**src/adc_pkg.sv**
```systemverilog
/*
 * shared constants for the converter serial frame: frame geometry,
 * control byte layout, clock rates and buffer sizes.
 * assumes both ends and the bench refer to these names only.
 */
package adc_pkg;
    // conversion geometry, in serial clock cycles
    localparam int CONV_CYCLES = 16;
    localparam int TRACK_CYCLES = 3;
    localparam int LEAD_ZEROS = 4;
    localparam int CTRL_BITS = 8;
    localparam int CNT_W = 5;
    localparam logic [CNT_W-1:0] CNT_LAST = 5'h10;
    localparam logic [CNT_W-1:0] CNT_FIRST = 5'h01;
    localparam logic [CNT_W-1:0] CNT_HOLD = 5'h04;
    localparam logic [CNT_W-1:0] CNT_CTRL_DONE = 5'h08;

    // result and channel layout
    localparam int RES_W = 12;
    localparam int NUM_CH = 8;
    localparam int CHAN_W = 3;
    localparam int CHAN_HI = 5;
    localparam int CHAN_LO = 3;
    localparam logic [CHAN_W-1:0] CHAN_RESET = 3'h0;

    // system clock and serial clock timing
    localparam int CLK_PERIOD_NS = 100;
    localparam int SCLK_HALF_NS = 200;
    localparam int SCLK_HALF_CYC = (SCLK_HALF_NS + CLK_PERIOD_NS - 1) / CLK_PERIOD_NS;
    localparam int RATE_MIN_KSPS = 50;
    localparam int RATE_MAX_KSPS = 200;

    // host buffering
    localparam int FIFO_DEPTH = 16;
    localparam int COUNT_W = 8;
endpackage

```
**src/adc_link_if.sv**
```systemverilog
/*
 * the four-wire serial link between host and converter.
 * assumes a single system clock; the bench resolves the output pin
 * from dout and dout_oe_n (low while the converter drives).
 */
`timescale 1ns/1ps
`default_nettype none
interface adc_link_if;
    logic cs_n;
    logic sclk;
    logic din;
    logic dout;
    logic dout_oe_n;

    modport device (input cs_n, input sclk, input din, output dout, output dout_oe_n);
    modport host (output cs_n, output sclk, output din, input dout, input dout_oe_n);
endinterface
`default_nettype wire

```
**src/adc_host_end.sv**
```systemverilog
/*
 * host end: sends frames of whole conversions with a control byte
 * each, gathers results into a result fifo.
 * assumes the converter end sits on the other modport of the link.
 */
`timescale 1ns/1ps
`default_nettype none
module adc_fifo #(
    parameter int WIDTH = adc_pkg::RES_W,
    parameter int DEPTH = adc_pkg::FIFO_DEPTH
) (
    // system
    input wire logic clk,
    input wire logic rst,
    // fill side
    input wire logic in_valid,
    input wire logic [WIDTH-1:0] in_data,
    output logic in_ready,
    // drain side
    output logic out_valid,
    output logic [WIDTH-1:0] out_data,
    input wire logic out_ready
);
    localparam int AW = $clog2(DEPTH);
    logic [DEPTH-1:0][WIDTH-1:0] mem, next_mem;
    logic [AW:0] wr_ptr, next_wr_ptr, rd_ptr, next_rd_ptr;
    logic full, empty, push, pop;

    // pointer difference gives honest full and empty
    always_comb
    begin
        empty = (wr_ptr == rd_ptr);
        full = (wr_ptr[AW-1:0] == rd_ptr[AW-1:0]) && (wr_ptr[AW] != rd_ptr[AW]);
        in_ready = !full;
        out_valid = !empty;
        out_data = mem[rd_ptr[AW-1:0]];
        push = in_valid && !full;
        pop = out_ready && !empty;
        next_mem = mem;
        if (push)
        begin
            next_mem[wr_ptr[AW-1:0]] = in_data;
        end
        next_wr_ptr = push ? wr_ptr + (AW+1)'(1) : wr_ptr;
        next_rd_ptr = pop ? rd_ptr + (AW+1)'(1) : rd_ptr;
    end

    always_ff @(posedge clk)
    begin
        if (rst)
        begin
            mem <= '0;
            wr_ptr <= '0;
            rd_ptr <= '0;
        end
        else
        begin
            mem <= next_mem;
            wr_ptr <= next_wr_ptr;
            rd_ptr <= next_rd_ptr;
        end
    end
endmodule

module adc_host_end #(
    parameter int HALF_CYC = adc_pkg::SCLK_HALF_CYC
) (
    // system
    input wire logic clk,
    input wire logic rst,
    // serial link
    adc_link_if.host link,
    // frame request
    input wire logic start,
    input wire logic [adc_pkg::CHAN_W-1:0] chan_sel,
    input wire logic [adc_pkg::COUNT_W-1:0] conv_count,
    output logic busy,
    // results
    output logic res_valid,
    output logic [adc_pkg::RES_W-1:0] res_data,
    input wire logic res_ready
);
    typedef enum logic [1:0] {ST_IDLE, ST_RUN, ST_FINISH} state_t;
    localparam int DW = $clog2(HALF_CYC + 1);

    state_t st, next_st;
    logic cs_n_r, next_cs_n, sclk_r, next_sclk, din_r, next_din;
    logic [DW-1:0] div, next_div;
    logic [adc_pkg::CNT_W-1:0] rcnt, next_rcnt;
    logic [adc_pkg::COUNT_W-1:0] left, next_left;
    logic [adc_pkg::CTRL_BITS-1:0] ctrl, next_ctrl, ctrl_byte;
    logic [adc_pkg::CONV_CYCLES-1:0] shin, next_shin;
    logic pend, next_pend, next_busy, tick, fifo_ready;
    logic [adc_pkg::RES_W-1:0] pend_data, next_pend_data;
    logic [adc_pkg::CNT_W-1:0] rstep;

    assign link.cs_n = cs_n_r;
    assign link.sclk = sclk_r;
    assign link.din = din_r;

    // results wait here, stalling the serial clock when full
    adc_fifo #(.WIDTH(adc_pkg::RES_W), .DEPTH(adc_pkg::FIFO_DEPTH)) result_fifo (
        .clk(clk),
        .rst(rst),
        .in_valid(pend),
        .in_data(pend_data),
        .in_ready(fifo_ready),
        .out_valid(res_valid),
        .out_data(res_data),
        .out_ready(res_ready)
    );

    // frame sequencer: clock divider, byte out, result in
    always_comb
    begin
        next_st = st;
        next_cs_n = cs_n_r;
        next_sclk = sclk_r;
        next_din = din_r;
        next_div = div;
        next_rcnt = rcnt;
        next_left = left;
        next_ctrl = ctrl;
        next_shin = shin;
        next_pend = pend && !fifo_ready;
        next_pend_data = pend_data;
        ctrl_byte = '0;
        ctrl_byte[adc_pkg::CHAN_HI:adc_pkg::CHAN_LO] = chan_sel;
        rstep = (rcnt == adc_pkg::CNT_LAST) ? adc_pkg::CNT_FIRST : rcnt + adc_pkg::CNT_FIRST;
        // a waiting result holds the divider, so nothing is ever dropped
        tick = !pend && (div == DW'(HALF_CYC - 1));
        if (st != ST_IDLE && !pend)
        begin
            next_div = tick ? '0 : div + DW'(1);
        end
        case (st)
            ST_IDLE:
            begin
                next_sclk = 1'b1;
                next_cs_n = 1'b1;
                if (start && conv_count != '0)
                begin
                    // select falls with clock high
                    next_st = ST_RUN;
                    next_cs_n = 1'b0;
                    next_ctrl = ctrl_byte;
                    next_din = ctrl_byte[adc_pkg::CTRL_BITS-1];
                    next_left = conv_count;
                    next_rcnt = '0;
                    next_div = '0;
                end
            end
            ST_RUN:
            begin
                if (tick && sclk_r)
                begin
                    // falling edge: present the next control bit
                    next_sclk = 1'b0;
                    if (rcnt == adc_pkg::CNT_LAST)
                    begin
                        next_ctrl = ctrl_byte;
                        next_din = ctrl_byte[adc_pkg::CTRL_BITS-1];
                    end
                    else if (rcnt != '0)
                    begin
                        next_ctrl = {ctrl[adc_pkg::CTRL_BITS-2:0], 1'b0};
                        next_din = ctrl[adc_pkg::CTRL_BITS-2];
                    end
                end
                else if (tick)
                begin
                    // rising edge: sample the result pin
                    next_sclk = 1'b1;
                    next_rcnt = rstep;
                    next_shin = {shin[adc_pkg::CONV_CYCLES-2:0], link.dout};
                    if (rstep == adc_pkg::CNT_LAST)
                    begin
                        next_pend = 1'b1;
                        next_pend_data = {shin[adc_pkg::RES_W-2:0], link.dout};
                        next_left = left - adc_pkg::COUNT_W'(1);
                        if (left == adc_pkg::COUNT_W'(1))
                        begin
                            next_st = ST_FINISH;
                        end
                    end
                end
            end
            ST_FINISH:
            begin
                // half a period after the last rise, release select
                if (tick)
                begin
                    next_cs_n = 1'b1;
                    next_st = ST_IDLE;
                end
            end
            default:
            begin
                next_st = ST_IDLE;
            end
        endcase
        next_busy = (next_st != ST_IDLE);
    end

    always_ff @(posedge clk)
    begin
        if (rst)
        begin
            st <= ST_IDLE;
            cs_n_r <= 1'b1;
            sclk_r <= 1'b1;
            din_r <= 1'b0;
            div <= '0;
            rcnt <= '0;
            left <= '0;
            ctrl <= '0;
            shin <= '0;
            pend <= 1'b0;
            pend_data <= '0;
            busy <= 1'b0;
        end
        else
        begin
            st <= next_st;
            cs_n_r <= next_cs_n;
            sclk_r <= next_sclk;
            din_r <= next_din;
            div <= next_div;
            rcnt <= next_rcnt;
            left <= next_left;
            ctrl <= next_ctrl;
            shin <= next_shin;
            pend <= next_pend;
            pend_data <= next_pend_data;
            busy <= next_busy;
        end
    end
endmodule
`default_nettype wire

```
**src/flat_wrapper.sv**
```systemverilog
// flat-port wrapper written by rule: the top's interface ports become plain ports
module adc_host_end_flat 
#(
    parameter int HALF_CYC = adc_pkg::SCLK_HALF_CYC
)
  (clk, rst, start, chan_sel, conv_count, busy, res_valid, res_data, res_ready, link_cs_n, link_sclk, link_din, link_dout, link_dout_oe_n);
  adc_link_if link_i ();
  input wire logic clk;
  input wire logic rst;
  input wire logic start;
  input wire logic [adc_pkg::CHAN_W-1:0] chan_sel;
  input wire logic [adc_pkg::COUNT_W-1:0] conv_count;
  output logic busy;
  output logic res_valid;
  output logic [adc_pkg::RES_W-1:0] res_data;
  input wire logic res_ready;
  output wire logic [$bits(link_i.cs_n)-1:0] link_cs_n;
  output wire logic [$bits(link_i.sclk)-1:0] link_sclk;
  output wire logic [$bits(link_i.din)-1:0] link_din;
  input wire logic [$bits(link_i.dout)-1:0] link_dout;
  input wire logic [$bits(link_i.dout_oe_n)-1:0] link_dout_oe_n;
  assign link_cs_n = link_i.cs_n;
  assign link_sclk = link_i.sclk;
  assign link_din = link_i.din;
  assign link_i.dout = link_dout;
  assign link_i.dout_oe_n = link_dout_oe_n;
  adc_host_end #(.HALF_CYC(HALF_CYC)) u_core (.clk(clk), .rst(rst), .link(link_i), .start(start), .chan_sel(chan_sel), .conv_count(conv_count), .busy(busy), .res_valid(res_valid), .res_data(res_data), .res_ready(res_ready));
endmodule
```
**config.mk**
```make
export PLATFORM = sky130hd
export DESIGN_NAME = adc_host_end_flat
export DESIGN_NICKNAME = d
export VERILOG_FILES = /design/src/adc_pkg.sv /design/src/adc_link_if.sv /design/src/adc_host_end.sv /design/src/flat_wrapper.sv
export SDC_FILE = /design/constraint.sdc
export NUM_CORES = 1
export LEC_CHECK = 0
export BUFFER_PORTS_ARGS = -buffer_cell sky130_fd_sc_hd__buf_2
export CAP_MARGIN = 10
export CORE_AREA = 4 4 139 141
export CTS_BUF_LIST = sky130_fd_sc_hd__clkbuf_2
export DETAILED_ROUTE_END_ITERATION = 12
export DIE_AREA = 0 0 143 145
export PLACE_DENSITY_LB_ADDON = 0.2
export SLEW_MARGIN = 0
export SYNTH_ARGS = -nofsm -noshare
export SYNTH_HDL_FRONTEND = slang
export SYNTH_HIERARCHICAL = 1
export SYNTH_SLANG_ARGS = --single-unit
```
**constraint.sdc**
```tcl
create_clock -name clk -period 4.05 [get_ports clk]
set_input_delay 0 -clock clk [delete_from_list [all_inputs] [get_ports clk]]
set_output_delay 0 -clock clk [all_outputs]
set_load 0.03 [all_outputs]
```
# Word-level counts from Yosys, hierarchy flattened
# Cells that the tools add are included.
[totals] reg_bits=254 inputBits=17 out_inout_bits=17 elab_cells=127
[classes] add_sub_neg=5 n_lt_le_gt_ge=3 eq_ne=17 muxes=45 n_bitwise=1 n_reduce_logical=26
[ops] op="$bwmux W192" count=1
[ops] op="$bmux W12 S4" count=1
[ops] op="$demux W12 S4" count=1
[ops] op="$mux W8" count=4
[ops] op="$mux W7" count=4
[ops] op="$mux W12" count=2
[ops] op="$mux W2" count=10
[ops] op="$mux W5" count=4
[ops] op="$pmux W8 S2" count=1
[ops] op="$add A5 B1 Y5 const B" count=3
[ops] op="$pmux W7 S2" count=1
[ops] op="$reduce_and A4 Y1" count=3
[ops] op="$mux W1" count=11
[ops] op="$eq A5 B5 Y1 const B" count=2
[ops] op="$lt A4 B5 Y1 const B" count=2
[ops] op="$ne A2 B1 Y1 const B" count=5
[ops] op="$pmux W5 S2" count=1
[ops] op="$logic_and A1 B1 Y1" count=9
[ops] op="$eq A8 B1 Y1 const B" count=1
[ops] op="$reduce_bool A2 Y1" count=4
[ops] op="$reduce_bool A8 Y1" count=1
[ops] op="$sub A8 B1 Y8 const B" count=1
[ops] op="$ne A3 B1 Y1 const B" count=2
[ops] op="$pmux W1 S2" count=3
[ops] op="16 further kinds" count=20

# Longest topological paths before layout
[logic_depth] word_depth=8 depth_mapped=8 ltp_nobuf=7

# Hierarchy
# Netlist, hierarchy kept.
[by_module_without_submodules] module="adc_fifo" instances=1 cells_each=866 area_each_um2=9297.7 seq_area_each_um2=4043.9
[by_module_without_submodules] module="adc_host_end" instances=1 cells_each=276 area_each_um2=2306.0 seq_area_each_um2=980.9

# Least setup slack after synthesis
# Ideal clock, no wire load.
[synth_path] kind="register to register" from="register u_core/rcnt[0] in the netlist's numbering" to="register u_core/left[3] in the netlist's numbering" setup_time_ns=0.095 t_arrival_ns=1.759 required_time_ns=3.955 path_slack_ns=2.196 stages_incl_launch_ff=7 n_path_buf=0 synth_period_minus_slack_ns=1.854 path_cell_list="dfxtp_1 > ha_1 > and2_1 > a32o_1 > a31oi_1 > nor2_1 > a221oi_1"
[synth_between] elab_chain_len=5 elab_cells_between_ends=6 cone_classes="add/sub: 1; eq/ne: 3; mux: 1; reduce/logical: 1"
[synth_lines] item="start: declaration" line_no="adc_host_end.sv:89" rtl="logic [adc_pkg::CNT_W-1:0] rcnt, next_rcnt;"
[synth_lines] item="start signal: assignment" line_no="adc_host_end.sv:229" rtl="rcnt <= next_rcnt;"
[synth_lines] item="$add A5 B1 Y5 / $eq A5 B5 Y1 (equally long branches)" line_no="adc_host_end.sv:129" rtl="rstep = (rcnt == adc_pkg::CNT_LAST) ? adc_pkg::CNT_FIRST : rcnt + adc_pkg::CNT_FIRST;"
[synth_lines] item="$mux W5 *" line_no="adc_host_end.sv:129"
[synth_lines] item="$eq A5 B5 Y1 *" line_no="adc_host_end.sv:176" rtl="if (rstep == adc_pkg::CNT_LAST)"
[synth_lines] item="$ne A2 B1 Y1 (no source line) *"
[synth_lines] item="$reduce_and A5 Y1 (no source line) *"
[synth_lines] item="end signal: assignment" line_no="adc_host_end.sv:230" rtl="left <= next_left;"
[synth_lines] item="end: declaration" line_no="adc_host_end.sv:90" rtl="logic [adc_pkg::COUNT_W-1:0] left, next_left;"
# Mark *: on every way between the ends. The rest lies on a longest branch, timed or not.
# A chain may end at the register's enable or synchronous reset.

# Worst setup path in the final report
[layout_path] from="register u_core.pend" to="register u_core/left[2] in the netlist's numbering"
[layout_between] elab_chain_len=5 elab_cells_between_ends=6 cone_classes="eq/ne: 2; reduce/logical: 4"
[layout_lines] item="start: declaration" line_no="adc_host_end.sv:93" rtl="logic pend, next_pend, next_busy, tick, fifo_ready;"
[layout_lines] item="start signal: assignment" line_no="adc_host_end.sv:233" rtl="pend <= next_pend;"
[layout_lines] item="$logic_not A1 Y1 *" line_no="adc_host_end.sv:131" rtl="tick = !pend && (div == DW'(HALF_CYC - 1));"
[layout_lines] item="$logic_and A1 B1 Y1 *" line_no="adc_host_end.sv:131"
[layout_lines] item="$logic_and A1 B1 Y1" line_no="adc_host_end.sv:155" rtl="if (tick && sclk_r)"
[layout_lines] item="$ne A2 B2 Y1 (no source line)"
[layout_lines] item="$reduce_and A5 Y1 (no source line) *"
# Marked as above.

==> metrics.md <==
| Metric | Value |
|---|---|
| Status | `finished clean` |
| Syn_area_per_cell | `10.2 um2` |
| Post-synth ARST share | `0` |
| All-Layer GR Usage | `0.249` |
| Sink Count | `about 250` |
| Vias in the first global route | `8198` |
| First-pass DRT Iterations | `7` |
| Die width | `between 100 and 150 um` |
| Setup Skew | `slightly below 0.07 ns` |
| Post-Synthesis Cells | `about 1100` |
| Power per Cell Area | `around 340 nW/um2` |
| Largest area contributor in the netlist | `dfxtp_1` |
| Fmax achieved | `approximately 0.30 GHz` |
| DP HPWL | `approximately 15000 um` |
| Initial antenna violation count | `1` |
| Buf/Inv on CP | `2` |
| Sequential element share of the synthesized area | `0.433` |
| Max VDD drop | `around 0.00020 V` |
| Top_reg_cell synth | `dfxtp_1` |
| Largest net degree at the start of global routing | `103` |
| Post-synth top area share | `0.433` |
| Delay-heaviest family, CP | `simple AND/OR/NAND/NOR gates` |
| FF+latch count, synth | `251` |
| Area grow syn2layout | `6.97%` |
| Core footprint | `approximately 18000 um2` |
| Crit start category | `flop` |
| Max incr delay on CP | `0.59 ns` |
| TritonCTS buffer count | `60` |
| Clk root buf | `clkbuf_2` |
| Final setup vio count | `0` |
| Routed Antenna Nets | `0` |
| Post-Route WL | `25600 um` |
| Net count, final | `about 1200` |
| Post-CTS Setup Inserts | `0` |
| Req. time, crit path | `4.79 ns` |
| CP Class | `reg2reg` |
| P_int | `about 3.1 mW` |
| Worst Hold Launch | `res_ready` |
| Leakage | `5.62 nW` |
| Level count of the clock H-tree | `2` |
| Share of power burned in registers | `0.599` |
| Cell Area, Synth | `about 12000 um2` |
| Post-route minimum period | `about 3.4 ns` |
| Remaining DRCs | `0` |
| Buffers on Ports | `32` |
| Skew-Pair Late Insertion Delay | `about 0.86 ns` |
| Drt wl/cell | `between 15 and 20 um` |
| Vias per Instance | `5.82` |
| CTS max path bufs | `3` |
| Initial Utilization | `0.646` |
| Crit path max fanout | `13` |
| Finished Layout Cells | `around 1400` |
| Hold_ws | `0.126 ns` |
| Setup TNS | `0 ns` |
| CP max-delay cell | `or3b_1` |
| Most used cell, CP | `dlygate4sd3_1` |
| CTS clk-pin slew, worst paths | `0.11 ns` |
| Fin crit share | `0.830` |
| Setup crit end kind | `flop` |
| Yosys cell types | `59` |
| Die Ht | `145 um` |
| Clk pwr share | `0.355` |
| Routability cong. | `around 0.82` |
| Initial DRC Count | `between 500 and 600` |
| Syn_nets | `1169` |
| Crit path launch | `u_core/pend` |
| Synth area leaders | `dfxtp_1, mux2i_1, mux4_2, nand2_1, a21oi_1` |
| Fin. max-slew vios | `0` |
| Post-Place Cells | `between 1000 and 1500` |
| Total Power | `around 4.2 mW` |
| CP arrival | `between 4 and 5 ns` |
| Global-route wire length before repair | `about 42000 um` |
| CTS tree | `built` |
| Die Footprint | `~21000 um2` |
| Endpoints failing hold | `0` |
| I/O pins | `34` |
| Vias | `about 8400` |
| Slew Limit Headroom | `0.159` |
| R2r startpoint | `u_core/pend` |
| Combinational Power Share | `0.046` |
| Switching share of total power | `0.258` |
| Worst hold path type | `in2reg` |
| # rows | `between 40 and 50` |
| Post_cts resized | `0` |
| Fillers | `1387` |
| RSZ-0062 raised after global routing | `no` |
| Sw power | `~1.1 mW` |
| MaxCap Viol Count | `0` |
| Share of cells above drive strength 1 | `0.176` |
| Number of synthesized flops with an enable pin | `0` |
| CP cell instances | `or3b_1, or3_1, nand2_2, o2111ai_1, dlygate4sd3_1, a21oi_1, dlygate4sd3_1` |
| GRT Residual Overflow | `0` |
| Worst-Margin Slew | `1.26 ns` |
| Syn. warnings | `6` |
-- placed cells by master (no fill, tap or decap), types with 3 or more instances in the layout --
cell	n
a211oi_1	14
a21oi_1	47
a31oi_1	4
buf_2	32
buf_4	12
clkbuf_2	82
clkinv_1	8
dfxtp_1	248
dfxtp_2	3
dlygate4sd3_1	30
ha_1	10
inv_1	11
mux2_2	8
mux2i_1	220
mux4_2	48
nand2_1	249
nand2b_1	5
nand3_1	10
nand4_1	5
nor2_1	48
nor2b_1	21
nor3_1	6
o2111ai_1	3
o2111ai_2	3
o211ai_1	3
o21ai_0	14
o21ai_2	7
o21ai_4	5
o31ai_1	3
or3_1	4
or4_1	4
xnor2_1	8
xor2_1	3
-- routing by layer --
metal,wire length (um),global-route usage
met1,11200,0.330
met2,12700,0.410
met3,1190,0.0477
met4,559,0.0794
met5,0,0
-- power groups by stage --
stage / Clock (mW) / Sequential, mW / Combinational, mW
floorplan: 0 / 2.55 / 0.123
global placement: 0 / 2.55 / 0.161
detailed placement: 0 / 2.55 / 0.162
CTS: 1.53 / 2.49 / 0.189
global route: 1.67 / 2.50 / 0.212
finish: 1.48 / 2.49 / 0.193
-- cells by family after synthesis --
family                     after synthesis  share of synthesized area
DFF                                    251                      0.433
muxes                                  276                      0.291
and+or+nand+nor                        370                      0.138
adders and majority gates               10                     0.0108
buffers and inverters                  108                     0.0486
xor gates and xnor gates                12                    0.00906
AOI/OAI and AO/OA                      115                     0.0700
-- area by class of cell --
type | count | area (um2) | area share
Antenna cell | 1 | 2.50 | 0.000202
Clock buffer | 82 | 410 | 0.0331
Clock inverter | 11 | 46.3 | 0.00373
Inverter | 12 | 50.0 | 0.00403
Multi-Input combinational cell | 783 | 6040 | 0.486
Sequential cell | 251 | 5030 | 0.405
Tap cell | 229 | 287 | 0.0231
Timing Repair Buffer | 74 | 551 | 0.0444
-- worst register-to-register path: stages, from the launching register on --
cell,delay (ns)
dfxtp_1,0.45
or3b_1,0.59
or3_1,0.56
nand2_2,0.28
o2111ai_1,0.14
dlygate4sd3_1,0.58
a21oi_1,0.12
dlygate4sd3_1,0.57
-- cells in the mapped netlist (all sizes together), types with 2 or more instances --
cell / instances
dfxtp: 251
nand2: 250
mux2i: 220
clkbuf: 51
nor2: 49
mux4: 48
a21oi: 47
buf: 45
o21ai: 27
nor2b: 21
a211oi: 14
inv: 12
ha: 10
nand3: 10
xnor2: 9
mux2: 8
nor3: 7
nand4: 6
o2111ai: 6
nand2b: 5
or4: 5
a31oi: 4
or3: 4
o211ai: 3
o31ai: 3
xor2: 3
a2111o: 2
a21boi: 2
a31o: 2
and2: 2
and4: 2
or2: 2
-- sequential cells by signal, indices dropped and copies added (netlist names) --
signal,cells
u_core/result_fifo/mem,192
u_core/pend_data,12
u_core/shin,11
u_core/left,8
u_core/rcnt,5
u_core/result_fifo/rd_ptr,5
u_core/result_fifo/wr_ptr,5
u_core/ctrl,4
u_core/div,2
u_core/st,2
u_core/busy,1
u_core/link.cs_n,1
u_core/link.din,1
u_core/link.sclk,1
u_core/pend,1
-- path summary, 6_finish.rpt --
path                            slack [ns]                      endpoint  depth (start not counted)
worst max-delay path                  0.69                u_core/left[2]                          7
worst min-delay path                  0.13  u_core/result_fifo/rd_ptr[2]                          4
worst max register to register        0.69                u_core/left[2]                          7
worst min register to register        0.44                 u_core/div[1]                          2
-- through the flow --
| stage | instance area [um2] | setup WS, ns | utilization |
|---|---|---|---|
| after detailed placement | 11700 | 1.11 | 0.649 |
| after floorplan | 11600 | 2.20 | - |
| final | 12400 | 0.689 | 0.691 |
| after global placement | 11700 | 1.18 | 0.649 |
| after global routing | 12400 | 0.545 | 0.691 |
| after CTS | 12400 | 0.736 | 0.691 |
-- repair_timing --
action,CTS,global route
endpoints found under the setup margin,0,0
hold buffers,30,0
endpoints found under the hold margin,143,0
No activity file was read; power rests on OpenSTA's default activity.
